### src/include/csrb_pkg.sv
package csrb_pkg;
    // file addresses, full 8-bit operand address
    localparam logic [7:0] CSRB_A_INDF0    = 8'h00;
    localparam logic [7:0] CSRB_A_PCL0     = 8'h02;
    localparam logic [7:0] CSRB_A_STATUS0  = 8'h03;
    localparam logic [7:0] CSRB_A_FSR0     = 8'h04;
    localparam logic [7:0] CSRB_A_PCLATH0  = 8'h0a;
    localparam logic [7:0] CSRB_A_INTCON0  = 8'h0b;
    localparam logic [7:0] CSRB_A_PIR      = 8'h0c;
    localparam logic [7:0] CSRB_A_COMPARATOR_CONFIG    = 8'h1f;
    localparam logic [7:0] CSRB_A_INDF1    = 8'h80;
    localparam logic [7:0] CSRB_A_OPTION   = 8'h81;
    localparam logic [7:0] CSRB_A_PCL1     = 8'h82;
    localparam logic [7:0] CSRB_A_STATUS1  = 8'h83;
    localparam logic [7:0] CSRB_A_FSR1     = 8'h84;
    localparam logic [7:0] CSRB_A_PORT_A_DIRECTION    = 8'h85;
    localparam logic [7:0] CSRB_A_PORT_B_DIRECTION    = 8'h86;
    localparam logic [7:0] CSRB_A_PCLATH1  = 8'h8a;
    localparam logic [7:0] CSRB_A_INTCON1  = 8'h8b;
    localparam logic [7:0] CSRB_A_PIE      = 8'h8c;
    localparam logic [7:0] CSRB_A_POWER_RESET_FLAGS     = 8'h8e;
    localparam logic [7:0] CSRB_A_VOLTAGE_REF_CONFIG    = 8'h9f;
    // status bit positions
    localparam int CSRB_B_C    = 0;
    localparam int CSRB_B_DC   = 1;
    localparam int CSRB_B_Z    = 2;
    localparam int CSRB_B_PD   = 3;
    localparam int CSRB_B_TO   = 4;
    localparam int CSRB_B_RP0  = 5;
    // writable-bit masks of implemented registers
    localparam logic [7:0] CSRB_M_PIR    = 8'h40;
    localparam logic [7:0] CSRB_M_COMPARATOR_CONFIG  = 8'h0f;
    localparam logic [7:0] CSRB_M_PROGRAM_COUNTER_HIGH_LATCH = 8'h1f;
    localparam logic [7:0] CSRB_M_PORT_A_DIRECTION  = 8'h1f;
    localparam logic [7:0] CSRB_M_POWER_RESET_FLAGS   = 8'h03;
    localparam logic [7:0] CSRB_M_VOLTAGE_REF_CONFIG  = 8'hef;
    localparam logic [7:0] CSRB_M_STATUS = 8'he7;
    // reset values
    localparam logic [7:0] CSRB_R_OPTION = 8'hff;
    localparam logic [7:0] CSRB_R_PORT_A_DIRECTION  = 8'h1f;
    localparam logic [7:0] CSRB_R_PORT_B_DIRECTION  = 8'hff;
    localparam logic [7:0] CSRB_R_ZERO   = 8'h00;
    localparam logic [2:0] CSRB_R_STHI   = 3'h0;
    localparam logic [7:0] CSRB_BANK_SPAN = 8'h80;

    // alu operation selector
    typedef enum logic [3:0] {
        CSRB_OP_NONE = 4'h0,
        CSRB_OP_ADD  = 4'h1,
        CSRB_OP_SUB  = 4'h2,
        CSRB_OP_AND  = 4'h3,
        CSRB_OP_IOR  = 4'h4,
        CSRB_OP_XOR  = 4'h5,
        CSRB_OP_RRF  = 4'h6,
        CSRB_OP_RLF  = 4'h7,
        CSRB_OP_CLR  = 4'h8,
        CSRB_OP_MOVE = 4'h9,
        CSRB_OP_PASS = 4'ha
    } csrb_op_type;

    // one execute-cycle request from the datapath
    typedef struct packed {
        logic        valid;
        csrb_op_type op;
        logic        set_z;
        logic [7:0]  a;
        logic [7:0]  b;
        logic [7:0]  dest;
        logic        write_file;
    } csrb_req_type;

    // alu result and flags
    typedef struct packed {
        logic [7:0] value;
        logic       z;
        logic       dc;
        logic       c;
        logic       uses_c;
        logic       uses_dc;
    } csrb_alu_type;

    // core events
    typedef struct packed {
        logic wdt_timeout;
        logic wdt_clear;
        logic sleep;
    } csrb_evt_type;
endpackage

### src/rtl/csrb_alu.sv
module csrb_alu
    import csrb_pkg::*;
(
    // operation
    input  csrb_pkg::csrb_op_type op,
    input  logic [7:0]            a,
    input  logic [7:0]            b,
    input  logic                  c_in,
    // result
    output csrb_pkg::csrb_alu_type res
);
    logic [8:0] full;
    logic [4:0] low;
    logic [7:0] b_eff;

    // subtraction adds the two's complement, so carry is an inverted borrow
    always_comb begin
        b_eff = (op == CSRB_OP_SUB) ? ~b : b;
        full  = {1'b0, a} + {1'b0, b_eff} + {8'h00, (op == CSRB_OP_SUB)};
        low   = {1'b0, a[3:0]} + {1'b0, b_eff[3:0]} + {4'h0, (op == CSRB_OP_SUB)};
        res   = '0;
        unique case (op)
            CSRB_OP_ADD, CSRB_OP_SUB: begin
                res.value   = full[7:0];
                res.c       = full[8];
                res.dc      = low[4];
                res.uses_c  = 1'b1;
                res.uses_dc = 1'b1;
            end
            CSRB_OP_AND:  res.value = a & b;
            CSRB_OP_IOR:  res.value = a | b;
            CSRB_OP_XOR:  res.value = a ^ b;
            CSRB_OP_RRF: begin
                res.value  = {c_in, a[7:1]};
                res.c      = a[0];
                res.uses_c = 1'b1;
            end
            CSRB_OP_RLF: begin
                res.value  = {a[6:0], c_in};
                res.c      = a[7];
                res.uses_c = 1'b1;
            end
            CSRB_OP_CLR:  res.value = 8'h00;
            default:      res.value = a;
        endcase
        res.z = (res.value == 8'h00);
    end
endmodule // csrb_alu

### src/rtl/csrb_core_regs.sv
module csrb_core_regs
    import csrb_pkg::*;
(
    // clock and reset
    input  wire logic                   mclk,
    input  wire logic                   rst_n,
    input  wire logic                   por_n,
    // execute request
    input  wire csrb_pkg::csrb_req_type req,
    input  wire csrb_pkg::csrb_evt_type evt,
    // operand read port
    input  wire logic [7:0]             rd_addr,
    output logic [7:0]                  rd_data,
    // core state
    output logic [7:0]                  status_out,
    output logic [7:0]                  option_out,
    output logic [7:0]                  fsr_out,
    output logic [7:0]                  program_counter_high_latch_out,
    output logic [7:0]                  result_out,
    output logic                        bank_hi,
    output logic                        prescaler_assign
);
    import csrb_pkg::*;

    typedef struct packed {
        logic [7:0] status;
        logic [7:0] option;
        logic [7:0] indirect_pointer;
        logic [7:0] program_counter_low;
        logic [7:0] program_counter_high_latch;
        logic [7:0] interrupt_control;
        logic [7:0] pir;
        logic [7:0] pie;
        logic [7:0] comparator_config;
        logic [7:0] port_a_direction;
        logic [7:0] port_b_direction;
        logic [7:0] power_reset_flags;
        logic [7:0] voltage_ref_config;
        logic [7:0] rd;
        logic [7:0] result;
    } csrb_state_type;

    csrb_state_type s_q;
    csrb_state_type s_d;
    csrb_alu_type   alu;

    // map a status-bank address to its bank-0 alias
    function automatic logic [7:0] csrb_mirror(input logic [7:0] addr);
        if (addr == CSRB_A_STATUS1 || addr == CSRB_A_PCL1 || addr == CSRB_A_FSR1
            || addr == CSRB_A_PCLATH1 || addr == CSRB_A_INTCON1 || addr == CSRB_A_INDF1)
            csrb_mirror = addr & ~CSRB_BANK_SPAN;
        else
            csrb_mirror = addr;
    endfunction

    // read decode, unimplemented places give zero
    function automatic logic [7:0] csrb_read(input csrb_state_type st, input logic [7:0] addr);
        unique case (csrb_mirror(addr))
            CSRB_A_STATUS0: csrb_read = st.status;
            CSRB_A_PCL0:    csrb_read = st.program_counter_low;
            CSRB_A_FSR0:    csrb_read = st.indirect_pointer;
            CSRB_A_PCLATH0: csrb_read = st.program_counter_high_latch & CSRB_M_PROGRAM_COUNTER_HIGH_LATCH;
            CSRB_A_INTCON0: csrb_read = st.interrupt_control;
            CSRB_A_PIR:     csrb_read = st.pir & CSRB_M_PIR;
            CSRB_A_COMPARATOR_CONFIG:   csrb_read = st.comparator_config & 8'hcf;
            CSRB_A_OPTION:  csrb_read = st.option;
            CSRB_A_PORT_A_DIRECTION:   csrb_read = st.port_a_direction & CSRB_M_PORT_A_DIRECTION;
            CSRB_A_PORT_B_DIRECTION:   csrb_read = st.port_b_direction;
            CSRB_A_PIE:     csrb_read = st.pie & CSRB_M_PIR;
            CSRB_A_POWER_RESET_FLAGS:    csrb_read = st.power_reset_flags & CSRB_M_POWER_RESET_FLAGS;
            CSRB_A_VOLTAGE_REF_CONFIG:   csrb_read = st.voltage_ref_config & CSRB_M_VOLTAGE_REF_CONFIG;
            default:        csrb_read = 8'h00;
        endcase
    endfunction

    csrb_alu u_alu (
        .op   (req.op),
        .a    (req.a),
        .b    (req.b),
        .c_in (s_q.status[CSRB_B_C]),
        .res  (alu)
    );

    // next-state logic: file write, then flag updates, then events
    always_comb begin
        logic [7:0] dst;
        logic [7:0] wv;
        logic       flag_op;
        dst        = csrb_mirror(req.dest);
        wv         = alu.value;
        flag_op    = req.set_z | alu.uses_c | alu.uses_dc;
        s_d        = s_q;
        s_d.rd     = csrb_read(s_q, rd_addr);
        if (req.valid) begin
            s_d.result = alu.value;
            if (req.write_file) begin
                unique case (dst)
                    CSRB_A_STATUS0: begin
                        // only bank bits and, for flagless ops, result flags take the write
                        s_d.status[7:5] = wv[7:5];
                        if (!flag_op)
                            s_d.status[2:0] = wv[2:0];
                    end
                    CSRB_A_PCL0:    s_d.program_counter_low    = wv;
                    CSRB_A_FSR0:    s_d.indirect_pointer    = wv;
                    CSRB_A_PCLATH0: s_d.program_counter_high_latch = wv & CSRB_M_PROGRAM_COUNTER_HIGH_LATCH;
                    CSRB_A_INTCON0: s_d.interrupt_control = wv;
                    CSRB_A_PIR:     s_d.pir    = wv & CSRB_M_PIR;
                    CSRB_A_COMPARATOR_CONFIG:   s_d.comparator_config  = (s_q.comparator_config & 8'hc0) | (wv & CSRB_M_COMPARATOR_CONFIG);
                    CSRB_A_OPTION:  s_d.option = wv;
                    CSRB_A_PORT_A_DIRECTION:   s_d.port_a_direction  = wv & CSRB_M_PORT_A_DIRECTION;
                    CSRB_A_PORT_B_DIRECTION:   s_d.port_b_direction  = wv;
                    CSRB_A_PIE:     s_d.pie    = wv & CSRB_M_PIR;
                    CSRB_A_POWER_RESET_FLAGS:    s_d.power_reset_flags   = wv & CSRB_M_POWER_RESET_FLAGS;
                    CSRB_A_VOLTAGE_REF_CONFIG:   s_d.voltage_ref_config  = wv & CSRB_M_VOLTAGE_REF_CONFIG;
                    default:        s_d.rd     = s_d.rd;
                endcase
            end
            // flags from the operation override any written value
            if (req.set_z)
                s_d.status[CSRB_B_Z] = alu.z;
            if (alu.uses_c)
                s_d.status[CSRB_B_C] = alu.c;
            if (alu.uses_dc)
                s_d.status[CSRB_B_DC] = alu.dc;
        end
        // hardware events; timeout wins over a same-cycle clear
        if (evt.wdt_clear) begin
            s_d.status[CSRB_B_TO] = 1'b1;
            s_d.status[CSRB_B_PD] = 1'b1;
        end
        if (evt.sleep) begin
            s_d.status[CSRB_B_TO] = 1'b1;
            s_d.status[CSRB_B_PD] = 1'b0;
        end
        if (evt.wdt_timeout)
            s_d.status[CSRB_B_TO] = 1'b0;
    end

    // registers; other resets keep flags, power-on sets TO and PD and clears Z, DC and C
    always_ff @(posedge mclk) begin
        if (!rst_n) begin
            s_q.status[7:5] <= CSRB_R_STHI;
            if (!por_n) begin
                s_q.status[CSRB_B_TO] <= 1'b1;
                s_q.status[CSRB_B_PD] <= 1'b1;
                s_q.status[2:0]       <= 3'h0;
            end
            s_q.option <= CSRB_R_OPTION;
            s_q.program_counter_low    <= CSRB_R_ZERO;
            s_q.program_counter_high_latch <= CSRB_R_ZERO;
            s_q.interrupt_control <= CSRB_R_ZERO;
            s_q.pir    <= CSRB_R_ZERO;
            s_q.pie    <= CSRB_R_ZERO;
            s_q.comparator_config  <= CSRB_R_ZERO;
            s_q.port_a_direction  <= CSRB_R_PORT_A_DIRECTION;
            s_q.port_b_direction  <= CSRB_R_PORT_B_DIRECTION;
            s_q.voltage_ref_config  <= CSRB_R_ZERO;
            s_q.power_reset_flags   <= CSRB_R_ZERO;
            s_q.rd     <= CSRB_R_ZERO;
            s_q.result <= CSRB_R_ZERO;
            if (!por_n)
                s_q.indirect_pointer <= CSRB_R_ZERO;
        end else begin
            s_q <= s_d;
        end
    end

    // outputs straight from state flops
    assign rd_data          = s_q.rd;
    assign status_out       = s_q.status;
    assign option_out       = s_q.option;
    assign fsr_out          = s_q.indirect_pointer;
    assign program_counter_high_latch_out       = s_q.program_counter_high_latch;
    assign result_out       = s_q.result;
    assign bank_hi          = s_q.status[CSRB_B_RP0];
    assign prescaler_assign = s_q.option[3];
endmodule // csrb_core_regs

### config.mk
export PLATFORM = sky130hd
export DESIGN_NAME = csrb_core_regs
export DESIGN_NICKNAME = d
export VERILOG_FILES = /design/src/include/csrb_pkg.sv /design/src/rtl/csrb_alu.sv /design/src/rtl/csrb_core_regs.sv
export SDC_FILE = /design/constraint.sdc
export NUM_CORES = 1
export LEC_CHECK = 0
export ABC_AREA = 1
export BUFFER_PORTS_ARGS = -buffer_cell sky130_fd_sc_hd__buf_2
export CORE_UTILIZATION = 35
export DETAILED_ROUTE_END_ITERATION = 6
export SLEW_MARGIN = 20
export SYNTH_ARGS = -nofsm -noshare
export SYNTH_HDL_FRONTEND = slang
export SYNTH_SLANG_ARGS = --single-unit
### constraint.sdc
create_clock -name mclk -period 4.41 [get_ports mclk]
set_input_delay 0.6615 -clock mclk [delete_from_list [all_inputs] [get_ports mclk]]
set_output_delay 0.6615 -clock mclk [all_outputs]
set_load 0.01 [all_outputs]
==> impl_metrics.toml <==
[placed_design]
place_area_sq_um = 5801
dpl.hpwl_um = 12550
io_buffers = 91
pre_cts_ws_ns = 0.9311
gp_congestion = 0.9062

[timing]
slew_headroom_pct = 42.54
fin_crit_sh_pct = 71.17
worst_slew_pin_slew_ns = 0.8587
skew_ns = 0.005443
fin_setup_tns_ns = 0
rsz0062_at_grt = "false"
final_max_slew_viol_count = 0
setup_slack_ns = 1.272
finalSetupViolations = 0
min_period_ns = 3.138
finalHoldViolations = 0
fmax_mhz = 318.6

[floorplan]
die_w_um = 127.1
die_area_sq_um = 16160
rows = 45
die_y_um = 127.1
start_util_pct = 35.91
ios = 95
core_area_sq_um = 15260

[yosys]
synth_area_sq_um = 5479
synth_edf_count = 13
synthTopCellsByArea = "dfxtp_1 28%, nand2_1 10%, edfxtp_1 7.1%, a21oi_1 6.8%, buf_4 6.7%"
syn_inst = 775
ys_async_sr_fraction_pct = 0
ys_seq_elements = 89
synth_seq_area_share_pct = 34.89
synth_top_cell_by_area = "dfxtp_1"
yosysUniqueCellTypes = 44
avgSynthCellArea_sq_um = 7.070
synth_warnings = 0
synth_top_area_share_pct = 27.77
synthFlopType = "dfxtp_1"

[outcome]
outcome = "finished clean"

[drt]
drt_pass1_iterations = 5
ant_nets = 0
wl_per_cell_um = 15.75
viasPerCell = 5.007
vias = 5182
routed_wl_um = 16300
drt_iter0_markers = 411
drc = 0

[clock_network]
post_cts_buffers = 0
clk_pin_slew_ns = 0.06
ctsLongestPathBuffers = 2
cts_resized = 0
insertion_delay_ns = 0.35
cts_buffers = 9
clock_sinks = 89
cts_root_buffer = "clkbuf_16"
cts_tree = "yes"
htreeDepth = 3
post_cts_hold_buffer_count = 0

[critical_path]
crit_buf_inv = 1
cp_slowest_cell = "ha_1"
slowest_delay_ns = 0.37
worstSetupStartpointType = "input port"
end_kind = "flip-flop"
worstSetupPathType = "in2reg"
startpoint = "req[28]"
arrival_ns = 3.35
cp_cell_sequence = "buf_2 -> nor2_2 -> nand2_1 -> xor2_1 -> ha_1 -> a21oi_1 -> nand3b_1 -> nand3_1 -> nand3_1 -> nand2_2 -> nand2_1 -> nor2_1 -> nand3_1 -> nor2_1 -> nand2_1 -> a21oi_2"
path_delay_family = "simple AND/OR/NAND/NOR gates"
r2r_start = "status_out[0]"
crit_required_ns = 4.62
crit_fanout = 9

[pwr]
p_per_area_nw_per_um2 = 319.9
seq_power_share_pct = 43.6
power.switching_w = 0.0005394
fin_total_pwr_w = 0.001959
vdd_drop_max_uv = 158.1
pwr-share-comb_pct = 14.7
p_int_w = 0.001419
p_leak_nw = 2.889
swShare_pct = 27.54
clockPowerShare_pct = 41.6

[final_layout]
nets = 888
fin_area_sq_um = 6123
drive_gt1_share_pct = 17.84
synthToLayoutAreaGrowth_pct = 11.76
n_antenna_cell = 0

[global_routing]
grtUsageTotal_pct = 21.13
antenna_found_initial = 0
grt_pass1_vias = 4798
grt-ovfl-total = 0
grt_pass1_wl_um = 26240
grt_max_degree = 51

[worst_hold_path]
hold_path.class = "reg2reg"
hold_path.startpoint = "s_q[76]"

[job]
maxCapViolCount = 0
## worst register-to-register path, cell delays in order (launching register included)
cell and delay [ns]:
edfxtp_1 0.49, inv_1 0.16, nor2_1 0.08, nor2_1 0.10, nand3_1 0.14, nor2_1 0.14, nand2_1 0.06, nor2_1 0.14
nand3_1 0.09, nor2_1 0.12, nand2_1 0.08, a21oi_2 0.11
## power by group through the flow
stage / Sequential [W] / Combinational (W) / Clock (W)
2_1_floorplan: 0.000864 / 0.000201 / 0
3_3_place_gp: 0.000873 / 0.000286 / 0
3_5_place_dp: 0.000873 / 0.000287 / 0
4_1_cts: 0.000855 / 0.000288 / 0.000830
5_1_grt: 0.000855 / 0.000324 / 0.000871
6_report: 0.000855 / 0.000288 / 0.000816
## flip-flops by register name, summed over array words and instances, names as in the netlist
register / count
option_out: 8
fsr_out: 8
rd_data: 8
status_out: 8
result_out: 8
program_counter_high_latch_out: 5
s_q: 44
## logic make-up (layout without fill, tap and decap cells)
family                     Yosys count  after routing  synth area share [%]
DFF                                 89             89                 34.89
and+or+nand+nor                    317            317                 26.17
xor gates and xnor gates             7              7                 1.119
other                                1              3               0.06844
buffers and inverters              161            208                 14.59
AOI/OAI and AO/OA                  176            176                 17.54
adders and majority gates           24             24                 5.618
## cell usage in the layout (no fill, tap or decap), types with 3 or more instances in the layout
cell	instances
o22ai_1	5
nand2_2	7
buf_2	91
inv_2	9
a21oi_1	74
dfxtp_1	76
o211ai_1	12
xor2_1	7
nand3b_1	4
buf_4	4
o21ai_0	69
edfxtp_1	13
nor2_1	65
nor2_4	3
nand4_1	17
a31oi_1	5
nand3_1	52
clkinv_1	3
ha_1	23
inv_1	85
clkbuf_16	10
nand2_1	147
conb_1	3
nor3_1	5
nor2_2	6
nor3_2	3
## area by class of cell
cell class / count / area (sq um)
fillers: 1653 / 9135
clock inverters: 5 / 58.81
clock buffers: 11 / 264.0
well taps: 211 / 264.0
inverters: 97 / 364.1
flip-flops and latches: 89 / 1912
multi-input cells: 527 / 2775
repair buffers: 95 / 485.5
## per-stage QoR
step | hold slack [ns] | cells | utilization (%)
5_1_grt | 0.4817 | 1035 | 40.13
3_5_place_dp | 0.4497 | 1019 | 38.02
4_1_cts | 0.4583 | 1035 | 40.13
2_1_floorplan | 0.4245 | 777 | -
6_report | 0.4584 | 1035 | 40.13
3_3_place_gp | 0.4473 | 1019 | 38.02
## cells in the mapped netlist (4+ instances only)
master	count
nand2_1	147
inv_1	85
dfxtp_1	76
a21oi_1	74
o21ai_0	69
nor2_1	65
nand3_1	52
buf_4	49
ha_1	23
nand4_1	17
edfxtp_1	13
o211ai_1	12
clkbuf_1	10
inv_2	9
nand2_2	7
xor2_1	7
nor2_2	6
a31oi_1	5
nor3_1	5
o22ai_1	5
nand3b_1	4
## worst paths after layout
| check | endpoint | slack (ns) | cells after the start |
|---|---|---|---|
| min | s_q[76] | 0.46 | 2 |
| max | status_out[2] | 1.27 | 16 |
| min reg2reg | s_q[76] | 0.46 | 2 |
| max reg2reg | status_out[2] | 2.58 | 11 |
## per-layer routing
layer  track usage [%]  vias to the layer above  part of all wire (%)  wire [um]
met5                 0                        -                     0          0
met4             8.053                        0                   2.6        429
met3             3.434                       31                   4.4        717
met2             35.26                      158                    48       7769
met1             27.37                     2369                    45       7383
li1                  -                     2624                     -          -
Note: power is estimated with default switching activity, not from simulation.
